[config.mk]
export PLATFORM = sky130hd
export DESIGN_NAME = irrbg_top
export DESIGN_NICKNAME = d
export VERILOG_FILES = /design/src/verilog/irrbg_pkg.sv /design/src/verilog/irrbg_baud.sv /design/src/verilog/irrbg_top.sv
export SDC_FILE = /design/constraint.sdc
export NUM_CORES = 1
export LEC_CHECK = 0
export BUFFER_PORTS_ARGS = -buffer_cell sky130_fd_sc_hd__buf_2
export CAP_MARGIN = 20
export CORE_ASPECT_RATIO = 1.5
export CORE_MARGIN = 1
export CORE_UTILIZATION = 50
export DETAILED_ROUTE_END_ITERATION = 6
export PLACE_DENSITY = 0.64
export SYNTH_ARGS = -nofsm -noshare
export SYNTH_HDL_FRONTEND = slang
export SYNTH_HIERARCHICAL = 1
export SYNTH_SLANG_ARGS = --single-unit
export TNS_END_PERCENT = 5
[constraint.sdc]
create_clock -name clk -period 4.45 [get_ports clk]
set_input_delay 0.445 -clock clk [delete_from_list [all_inputs] [get_ports clk]]
set_output_delay 0.445 -clock clk [all_outputs]
set_load 0.005 [all_outputs]
[src/verilog/irrbg_pkg.sv]
package irrbg_pkg;
  // ****************************************
  // register map (index on the address port)
  // ****************************************
  localparam logic [3:0] ADDR_DIV_LOW   = 4'h0;
  localparam logic [3:0] ADDR_DIV_HIGH  = 4'h1;
  localparam logic [3:0] ADDR_VERSION   = 4'h2;
  localparam logic [3:0] ADDR_RX_STATUS = 4'h7;
  localparam logic [3:0] ADDR_RX_BUFFER = 4'h8;
  localparam logic [3:0] ADDR_CONTROL   = 4'h9;
  localparam logic [3:0] ADDR_IRQ_STAT  = 4'ha;
  localparam logic [3:0] ADDR_IRQ_EN    = 4'hb;
  localparam logic [3:0] ADDR_IRQ_CLR   = 4'hc;

  // ****************************************
  // field positions and reset values
  // ****************************************
  localparam int          BIT_RX_ACTIVE   = 7;
  localparam int          BIT_PULSE_DET   = 6;
  localparam int          BIT_HIGH_SPEED  = 1;
  localparam logic [7:0]  STATUS_RESET    = 8'h00;
  localparam logic [7:0]  DIV_RESET       = 8'h00;
  localparam logic [3:0]  PRESCALE_NORMAL = 4'hd;
  localparam logic [3:0]  PRESCALE_FAST   = 4'h1;
  localparam logic [3:0]  OVERSAMPLE      = 4'hf;
  localparam int          FIFO_DEPTH      = 16;
  // interrupt bits
  localparam int IRQ_PULSE = 0;
  localparam int IRQ_BYTE  = 1;
  localparam int IRQ_OVER  = 2;

  typedef struct packed {
    logic       wr;
    logic       rd;
    logic [3:0] addr;
    logic [7:0] wdata;
  } irrbg_bus_t;
endpackage : irrbg_pkg

[src/verilog/irrbg_baud.sv]
`timescale 1ns/1ps
// baud generator: prescaler then 16-bit divisor, one-cycle tick at 16x baud
module irrbg_baud (
  input  wire logic        clk,        // system clock
  input  wire logic        reset_n,    // async reset, active low
  input  wire logic        high_speed, // prescaler bypass
  input  wire logic [15:0] divisor,    // divisor, zero stops ticks
  output logic             tick        // 16x sample pulse
);
  import irrbg_pkg::*;

  logic [3:0]  pre_cnt_r;
  logic [15:0] div_cnt_r;
  logic        pre_tick;

  // ****************************************
  // prescaler
  // ****************************************
  // /13 normally, /1 in fast mode
  assign pre_tick = high_speed || (pre_cnt_r == PRESCALE_NORMAL - 4'h1);
  always_ff @(posedge clk or negedge reset_n) begin
    if (!reset_n) begin
      pre_cnt_r <= 4'h0;
    end else if (pre_tick) begin
      pre_cnt_r <= 4'h0;
    end else begin
      pre_cnt_r <= pre_cnt_r + 4'h1;
    end
  end

  // ****************************************
  // divisor counter
  // ****************************************
  // output = input / divisor = 16 x baud
  always_ff @(posedge clk or negedge reset_n) begin
    if (!reset_n) begin
      div_cnt_r <= 16'h0000;
      tick      <= 1'b0;
    end else begin
      tick <= 1'b0;
      if (divisor == 16'h0000) begin
        div_cnt_r <= 16'h0000;
      end else if (pre_tick) begin
        if (div_cnt_r >= divisor - 16'h0001) begin
          div_cnt_r <= 16'h0000;
          tick      <= 1'b1; // divisor 1 in fast mode: 2.5 Mbps
        end else begin
          div_cnt_r <= div_cnt_r + 16'h0001;
        end
      end
    end
  end
endmodule : irrbg_baud

[src/verilog/irrbg_top.sv]
`timescale 1ns/1ps
// What this block does
// - a detected pulse on the ir input sets the receive-active flag.
// - writing 1 to the receive-active bit clears it and stops the receiver.
// - while active, the input is sampled at the baud rate into the fifo.
// - a detected pulse sets the read-only pulse-detected flag in bit 6.
// - reading the status register clears the pulse-detected flag.
// - bits 4 to 0 of the status register give the fifo byte count.
// - the status register resets to zero and bit 5 reads zero.
// - the divisor latch divides the baud generator input clock.
// - the generator output is sixteen times the baud rate.
// - high-speed mode feeds the 40 MHz clock straight to the divisor.
// - high-speed mode reaches 2.5 Mbps.
// - the version register is read-only and returns a fixed value.
// - normal mode prescales by 13, high-speed mode by 1.
module irrbg_top #(
  parameter logic [7:0] VERSION_VALUE = 8'h5a, // arbitrary value
  parameter int         DEPTH         = 16     // fifo depth, power of two
) (
  input  wire logic                clk,      // 40 MHz clock
  input  wire logic                reset_n,  // async reset, active low
  input  wire irrbg_pkg::irrbg_bus_t bus,    // register request
  output logic [7:0]               rdata,    // read data, cycle after rd
  input  wire logic                ir_in,    // raw ir receive pin
  output logic                     irq       // level interrupt
);
  import irrbg_pkg::*;

  localparam int AW = $clog2(DEPTH);

  // the level field is five bits wide, so a full fifo of sixteen is the limit
  if (DEPTH < 2 || DEPTH > 16 || (DEPTH & (DEPTH - 1)) != 0) begin : g_depth_check
    $error("DEPTH must be a power of two from 2 to 16");
  end

  // ****************************************
  // input synchroniser and pulse detection
  // ****************************************
  logic ir_meta_r;
  logic ir_sync_r;
  logic ir_prev_r;
  logic pulse;

  // two flops before any logic reads the pin
  always_ff @(posedge clk or negedge reset_n) begin
    if (!reset_n) begin
      ir_meta_r <= 1'b1;
      ir_sync_r <= 1'b1;
      ir_prev_r <= 1'b1;
    end else begin
      ir_meta_r <= ir_in;
      ir_sync_r <= ir_meta_r;
      ir_prev_r <= ir_sync_r;
    end
  end
  // idle line is high; a falling edge marks a pulse
  assign pulse = ir_prev_r && !ir_sync_r;

  // ****************************************
  // registers
  // ****************************************
  logic [7:0] div_low_r;
  logic [7:0] div_high_r;
  logic       high_speed_r;
  logic       rx_active_r;
  logic       pulse_det_r;
  logic [2:0] irq_stat_r;
  logic [2:0] irq_en_r;
  logic       wr_div_low;
  logic       wr_div_high;
  logic       wr_status;
  logic       rd_status;
  logic       rd_buffer;

  assign wr_div_low  = bus.wr && bus.addr == ADDR_DIV_LOW;
  assign wr_div_high = bus.wr && bus.addr == ADDR_DIV_HIGH;
  assign wr_status   = bus.wr && bus.addr == ADDR_RX_STATUS;
  assign rd_status   = bus.rd && bus.addr == ADDR_RX_STATUS;
  assign rd_buffer   = bus.rd && bus.addr == ADDR_RX_BUFFER;

  // divisor latches and mode bit; version writes fall through
  always_ff @(posedge clk or negedge reset_n) begin
    if (!reset_n) begin
      div_low_r    <= DIV_RESET;
      div_high_r   <= DIV_RESET;
      high_speed_r <= 1'b0;
    end else begin
      if (wr_div_low) begin
        div_low_r <= bus.wdata;
      end
      if (wr_div_high) begin
        div_high_r <= bus.wdata;
      end
      if (bus.wr && bus.addr == ADDR_CONTROL) begin
        high_speed_r <= bus.wdata[BIT_HIGH_SPEED];
      end
    end
  end

  // receive-active: pulse sets, write-one clears; set wins
  always_ff @(posedge clk or negedge reset_n) begin
    if (!reset_n) begin
      rx_active_r <= STATUS_RESET[BIT_RX_ACTIVE];
    end else if (pulse) begin
      rx_active_r <= 1'b1;
    end else if (wr_status && bus.wdata[BIT_RX_ACTIVE]) begin
      rx_active_r <= 1'b0;
    end
  end

  // pulse-detected: cleared by a status read unless a pulse lands then
  always_ff @(posedge clk or negedge reset_n) begin
    if (!reset_n) begin
      pulse_det_r <= STATUS_RESET[BIT_PULSE_DET];
    end else if (pulse) begin
      pulse_det_r <= 1'b1;
    end else if (rd_status) begin
      pulse_det_r <= 1'b0;
    end
  end

  // ****************************************
  // baud generator
  // ****************************************
  logic        tick;
  logic [15:0] divisor;

  assign divisor = {div_high_r, div_low_r};

  irrbg_baud u_baud (
    .clk        (clk),
    .reset_n    (reset_n),
    .high_speed (high_speed_r),
    .divisor    (divisor),
    .tick       (tick)
  );

  // ****************************************
  // sampler: mid-bit sample of 16x ticks, lsb first
  // ****************************************
  logic [3:0] phase_r;
  logic [2:0] bit_cnt_r;
  logic [7:0] shift_r;
  logic       byte_done_r;
  logic [7:0] byte_r;

  // samples only while active; a stopped receiver drops its partial byte
  always_ff @(posedge clk or negedge reset_n) begin
    if (!reset_n) begin
      phase_r     <= 4'h0;
      bit_cnt_r   <= 3'h0;
      shift_r     <= 8'h00;
      byte_r      <= 8'h00;
      byte_done_r <= 1'b0;
    end else begin
      byte_done_r <= 1'b0;
      if (!rx_active_r) begin
        phase_r   <= 4'h0;
        bit_cnt_r <= 3'h0;
      end else if (tick) begin
        phase_r <= phase_r + 4'h1;
        if (phase_r == (OVERSAMPLE >> 1)) begin
          shift_r   <= {ir_sync_r, shift_r[7:1]};
          bit_cnt_r <= bit_cnt_r + 3'h1;
          if (bit_cnt_r == 3'h7) begin
            byte_r      <= {ir_sync_r, shift_r[7:1]};
            byte_done_r <= 1'b1;
          end
        end
      end
    end
  end

  // ****************************************
  // receive fifo, flip-flop storage
  // ****************************************
  logic [7:0]  mem_r [DEPTH];
  logic [AW-1:0] wp_r;
  logic [AW-1:0] rp_r;
  logic [AW:0]   count_r;
  logic          push;
  logic          pop;
  logic          overrun;

  // a full fifo drops the new byte and flags an overrun
  assign push    = byte_done_r && (count_r != (AW+1)'(DEPTH));
  assign overrun = byte_done_r && !push;
  assign pop     = rd_buffer && (count_r != '0);

  always_ff @(posedge clk) begin
    if (push) begin
      mem_r[wp_r] <= byte_r;
    end
  end

  always_ff @(posedge clk or negedge reset_n) begin
    if (!reset_n) begin
      wp_r    <= '0;
      rp_r    <= '0;
      count_r <= '0;
    end else begin
      if (push) begin
        wp_r <= wp_r + AW'(1);
      end
      if (pop) begin
        rp_r <= rp_r + AW'(1);
      end
      count_r <= count_r + (AW+1)'(push) - (AW+1)'(pop);
    end
  end

  // ****************************************
  // interrupts: sticky status, enable, write-one clear
  // ****************************************
  logic [2:0] irq_evt;
  logic [2:0] irq_clr;

  assign irq_evt = {overrun, push, pulse};
  assign irq_clr = (bus.wr && bus.addr == ADDR_IRQ_CLR) ? bus.wdata[2:0] : 3'h0;

  // set wins over a clear in the same cycle
  always_ff @(posedge clk or negedge reset_n) begin
    if (!reset_n) begin
      irq_stat_r <= 3'h0;
      irq_en_r   <= 3'h0;
      irq        <= 1'b0;
    end else begin
      irq_stat_r <= (irq_stat_r & ~irq_clr) | irq_evt;
      if (bus.wr && bus.addr == ADDR_IRQ_EN) begin
        irq_en_r <= bus.wdata[2:0];
      end
      irq <= |(((irq_stat_r & ~irq_clr) | irq_evt) & irq_en_r);
    end
  end

  // ****************************************
  // read data, one cycle after the strobe
  // ****************************************
  logic [4:0] level;

  assign level = 5'(count_r);

  always_ff @(posedge clk or negedge reset_n) begin
    if (!reset_n) begin
      rdata <= 8'h00;
    end else if (bus.rd) begin
      unique case (bus.addr)
        ADDR_DIV_LOW:   rdata <= div_low_r;
        ADDR_DIV_HIGH:  rdata <= div_high_r;
        ADDR_VERSION:   rdata <= VERSION_VALUE;
        ADDR_RX_STATUS: rdata <= {rx_active_r, pulse_det_r, 1'b0, level};
        ADDR_RX_BUFFER: rdata <= (count_r != '0) ? mem_r[rp_r] : 8'h00;
        ADDR_CONTROL:   rdata <= {6'h00, high_speed_r, 1'b0};
        ADDR_IRQ_STAT:  rdata <= {5'h00, irq_stat_r};
        ADDR_IRQ_EN:    rdata <= {5'h00, irq_en_r};
        default:        rdata <= 8'h00; // unmapped and write-only read zero
      endcase
    end else begin
      rdata <= 8'h00;
    end
  end
endmodule : irrbg_top
## Word level (Yosys, flattened, before mapping)

Memory sizes are Yosys's and may differ from the RTL's.
Index checks and enable logic that the tools add are counted.

- Memories kept: 1
- Bits in read-only memories: 0
- Output and inout bits: 9
- Memory bits (writable): 128
- Bits in latches: 0
- Input bits: 17
- Register bits after elaboration: 95

Memory list:

| memory | words | width | rd ports | clocked after memory_dff | wr ports | RTL line | RTL |
|---|---|---|---|---|---|---|---|
| mem_r | 16 | 8 | 1 | 0 | 1 | irrbg_top.sv:177 | `logic [7:0] mem_r [DEPTH];` |

- Reductions and logical operators: 26
- Bitwise gates (word level): 4
- Order comparisons: 1
- $add $sub $neg: 9
- Div/mod/pow operators: 0
- Equality and inequality tests: 14
- Multiply operators: 0
- Mux-type cells: 26
- Shift-type cells: 0

Operators by type and width:

| cell | count |
|---|---|
| 8-bit case mux with 8 select lines | 1 |
| 16-bit two-way mux | 3 |
| 4-bit == test, second input constant | 6 |
| 16-bit by 1-bit adder with 16-bit output, second input constant | 1 |
| 4-bit by 1-bit adder with 4-bit output, second input constant | 4 |
| 16-bit greater-or-equal comparator | 1 |
| 16-bit logical NOT | 1 |
| 8-bit two-way mux | 2 |
| 16-bit by 1-bit subtractor with 16-bit output, second input constant | 1 |
| 1-bit logical AND | 13 |
| 1-bit two-way mux | 13 |
| 3-bit two-way mux | 4 |
| 4-bit two-way mux | 3 |
| 4-bit by 3-bit == test with 1-bit output, second input constant | 2 |
| 3-bit AND | 2 |
| 2-bit nonzero test | 3 |
| 5-bit by 1-bit adder with 5-bit output | 1 |
| 5-bit != test, second input constant | 1 |
| 5-bit nonzero test | 1 |
| 5-bit by 1-bit subtractor with 5-bit output | 1 |
| 4-bit by 1-bit == test with 1-bit output, second input constant | 1 |
| 4-bit by 2-bit == test with 1-bit output, second input constant | 1 |
| 4-bit logical NOT | 1 |
| 2-bit by 1-bit != test with 1-bit output, second input constant | 2 |
| other kinds (10) | 11 |

## Longest topological paths before layout

- Depth after elaboration: 8
- Gate-level depth with buffers: 14

## Hierarchy

The synthesis kept the hierarchy.

Modules (own cells, without submodules):

| module | sequential area each (µm²) | times used | cells an instance | area an instance (µm²) |
|---|---|---|---|---|
| irrbg_top | 5674.2 | 1 | 495 | 8440.6 |
| irrbg_baud | 525.5 | 1 | 180 | 1690.4 |

## Least setup slack after synthesis

OpenSTA, ideal clock, no wires.

- Kind: flip-flop to flip-flop
- Start: register div_low_r[2]
- End: register u_baud.div_cnt_r[11]
- Data required time: 4.379 ns
- Arrival time: 3.379 ns
- Setup slack: 1.000 ns
- Period minus slack after synthesis: 3.450 ns
- Path buffers: 1
- Stages on the path, launching flop included: 15
- Path through: dfrtp_1 nor3_1 nand2b_1 or3_1 or3_2 nor3_1 xnor2_1 ha_1 nand4_1 nor2_1 a311o_1 nor4_4 o21bai_1 buf_4 nor2_1

- Longest elaborated chain between the ends: 5
- Elaborated cells between the ends (all ways): 7
- Those cells by class: add/sub: 1; order compare: 1; mux: 3; reduce/logical: 2

Ends and longest elaborated chain:

| element | RTL line | RTL |
|---|---|---|
| from (decl) | irrbg_top.sv:62 | `logic [7:0] div_low_r;` |
| from (signal assigned) | irrbg_top.sv:89 | `div_low_r <= bus.wdata;` |
| 16-bit by 1-bit subtractor with 16-bit output | irrbg_baud.sv:44 | `if (div_cnt_r >= divisor - 16'h0001) begin` |
| 16-bit greater-or-equal comparator | irrbg_baud.sv:44 |  |
| 16-bit two-way mux | irrbg_baud.sv:44 |  |
| 16-bit two-way mux | irrbg_baud.sv:43 | `end else if (pre_tick) begin` |
| 16-bit two-way mux | irrbg_baud.sv:41 | `if (divisor == 16'h0000) begin` |
| to (signal assigned) | irrbg_baud.sv:48 | `div_cnt_r <= div_cnt_r + 16'h0001;` |
| to (decl) | irrbg_baud.sv:13 | `logic [15:0] div_cnt_r;` |

Several ways; a longest one is shown, not always the timed one. The select of a mux whose other input is x is not followed.
A chain may end at the register's enable or synchronous reset.

## Worst setup path after layout

- Start: register div_low_r[1]
- End: register u_baud.div_cnt_r[3]

The elaborated chain is that of the path after synthesis.

==> flow_metrics.env <==
export IMPL_reg2regPathDepth=12
export IMPL_status="finished with violations"
export IMPL_dieHeight_microns=176
export IMPL_detail_route_antenna_nets=0
export IMPL_die_area_sq_mm=0.0208
export IMPL_crit_cells=12
export IMPL_setup_viol=0
export IMPL_crit_chain="nor3_1, nand2b_1, or3_1, or3_2, nor3_1, xnor2_1, ha_1, nand4_1, nor4_1, nor4_4, o21bai_1, nor2_1"
export IMPL_synth_seq_cells=222
export IMPL_place_ws_ps=379
export IMPL_synth_edf_count=128
export IMPL_h_tree_depth=1
export IMPL_routabilityCongestion=0.917
export IMPL_hold_class="in2async"
export IMPL_wl_microns=21700
export IMPL_syn_area_sq_mm=0.0101
export IMPL_tightest_slew_ps=1050
export IMPL_synth_area_leaders="edfxtp_1, dfrtp_1, mux4_1, mux2_2, ha_1"
export IMPL_startpoint="div_low_r[1]"
export IMPL_fmax_mhz=243
export IMPL_vdd_ir_drop_max_v=0.000358
export IMPL_endpoint_kind="flip-flop"
export IMPL_path_class="reg2reg"
export IMPL_wl_per_cell_microns=22.1
export IMPL_cp_num_buf_inv=0
export IMPL_critPathSlowestCell="o21bai_1"
export IMPL_final_cells=983
export IMPL_cap_violations=0
export IMPL_drt_iter0_drc=325
export IMPL_dp_hpwl_microns=15500
export IMPL_cts_buffer_depth=3
export IMPL_synthToLayoutAreaGrowth_pct=10.4
export IMPL_tns_ps=0
export IMPL_root_buffer="clkbuf_16"
export IMPL_synth_top_cell_area_share_pct=37.9
export IMPL_layout_min_cycle_time_ps=4110
export IMPL_synth_top_cells_by_count="edfxtp_1, dfrtp_1, mux2_2"
export IMPL_period_share_pct=92.3
export IMPL_ctsResizeCount=0
export IMPL_rows=63
export IMPL_grt_antenna_before_repair=0
export IMPL_hold_viol=21
export IMPL_via_per_inst=5.91
export IMPL_cpLargestDelayFamily="simple AND/OR/NAND/NOR gates"
export IMPL_critPathRequiredTime_ps=4800
export IMPL_cts_tree="done"
export IMPL_synth_cells=675
export IMPL_final_util_pct=56.5
export IMPL_initial_core_util_pct=51.2
export IMPL_grt_setup_unrepaired="no"
export IMPL_synth_top_area_cell="edfxtp_1"
export IMPL_route_detailed_drc=0
export IMPL_dr_pass1_iters=4
export IMPL_numCtsBuffers=22
export IMPL_cpPeakStageDelay_ps=730
export IMPL_fin_ws_ps=343
export IMPL_seq_area_frac_synth_pct=61.2
export IMPL_core_sq_mm=0.0198
export IMPL_yosys_warnings=6
export IMPL_cts_hold_buf=0
export IMPL_path_clk_slew_ps=60
export IMPL_synth_distinct_cells=78
export IMPL_post_cts_buffers=0
export IMPL_cts_sinks=222
export IMPL_p_leak_nw=3.94
export IMPL_cp_max_fo=11
export IMPL_ys_flop_type="edfxtp_1"
export IMPL_track_usage_pct=21.7
export IMPL_clk_latency_ps=500
export IMPL_whs_ps=-21.1
export IMPL_ys_async_sr_fraction_pct=42.3
export IMPL_grt_pass1_wl_microns=34300
export IMPL_reg2reg_from="div_low_r[1]"
export IMPL_synth_nets=727
export IMPL_cellPowerDensity_mw_per_mm2=466
export IMPL_synth_avg_cell_area_sq_um=15.0
export IMPL_worst_ep_arrival_time_ps=4460
export IMPL_relSlewSlack_pct=30.2
export IMPL_timing_final_max_slew_violations=0
export IMPL_cp_common_cell="nor3_1"
export IMPL_antennaDiodeCount=0
export IMPL_io_pins=26
export IMPL_first_global_vias=6139
export IMPL_route_vias_total=5812
export IMPL_drive_gt1_share_pct=20.3
export IMPL_violations="hold timing"
export IMPL_overflow=0
export IMPL_grt_max_degree=55
export IMPL_start_kind="flip-flop"
export IMPL_io_buffer_count=25
export IMPL_yosysMostFrequentCell="edfxtp_1"
export IMPL_dp_cells=945
export IMPL_fin_nets=761
export IMPL_finClkSkew_ps=15.3
export IMPL_fp_dieW_microns=118
cell families (layout without fill, tap and decap cells):
group | Yosys count | after routing | synth area share (%)
buffers and inverters | 48 | 96 | 2.59
AOI/OAI and AO/OA | 73 | 73 | 5.26
and+or+nand+nor | 168 | 168 | 9.41
DFF | 222 | 222 | 61.2
adders and majority gates | 35 | 35 | 4.40
xor gates and xnor gates | 40 | 40 | 3.46
muxes | 89 | 89 | 13.7
area by class of cell:
| type | count | area (sq um) |
|---|---|---|
| Clock buffer | 25 | 583 |
| Multi-Input combinational cell | 405 | 3670 |
| Timing Repair Buffer | 33 | 188 |
| Clock inverter | 13 | 128 |
| Fill cell | 1577 | 8600 |
| Inverter | 25 | 93.8 |
| Sequential cell | 222 | 6200 |
| Tap cell | 260 | 325 |
sequential cells by signal, summed over array words and instances, names as in the netlist, 3 cells and up:
register and cells:
phase_r 4, u_baud/div_cnt_r 16, irq_en_r 3, div_high_r 8
mem_r 128, rdata 8, shift_r 7, div_low_r 8
byte_r 8, bit_cnt_r 3, rp_r 4, u_baud/pre_cnt_r 4
count_r 5, wp_r 4, irq_stat_r 3
final timing paths:
kind	endpoint	slack [ps]
setup reg to reg	u_baud/div_cnt_r[3]	340
hold / removal	u_baud/div_cnt_r[9]	-20
setup / recovery	u_baud/div_cnt_r[3]	340
hold reg to reg	ir_sync_r	360
min in group clk	ir_meta_r	50
max in group asynchronous	ir_prev_r	3430
through the flow:
step / power, W / instance area, sq um / hold WS (ps)
finish: 0.00521 / 11200 / -21.1
global route: 0.00544 / 11200 / 29.1
CTS: 0.00526 / 11200 / 3.06
detailed placement: 0.00344 / 10500 / 348
global placement: 0.00338 / 10500 / 346
floorplan: 0.00320 / 10100 / 149
report_power, final:
group	internal, W	total [W]	switching (W)
clock network	0.00106	0.00182	0.000760
logic	0.000415	0.000853	0.000438
registers	0.00229	0.00254	0.000245
total	0.00377	0.00521	0.00144
layer usage:
| layer | track usage [%] | routed length, microns | up-vias |
|---|---|---|---|
| met3 | 2.91 | 725 | 45 |
| met2 | 41.5 | 12200 | 125 |
| li1 | - | - | 2656 |
| met1 | 23.6 | 8040 | 2986 |
| met4 | 9.62 | 773 | 0 |
| met5 | 0 | 0 | - |
placed cells by master (no fill, tap or decap), types with 6 or more instances in the layout:
cell	instances
nand3_1	18
and2_1	10
nor4_1	7
o21ai_0	8
xor2_1	16
buf_2	24
nor3_1	10
mux4_1	18
nand2_1	27
clkinvlp_4	6
inv_1	23
buf_4	9
clkbuf_16	23
xnor2_1	24
nor2_1	39
dfrtp_1	91
mux4_2	12
mux2_2	41
nand2b_1	7
a21oi_1	12
a31oi_1	6
ha_1	34
edfxtp_1	128
mux2i_1	17
No activity file was read; power rests on OpenSTA's default activity.
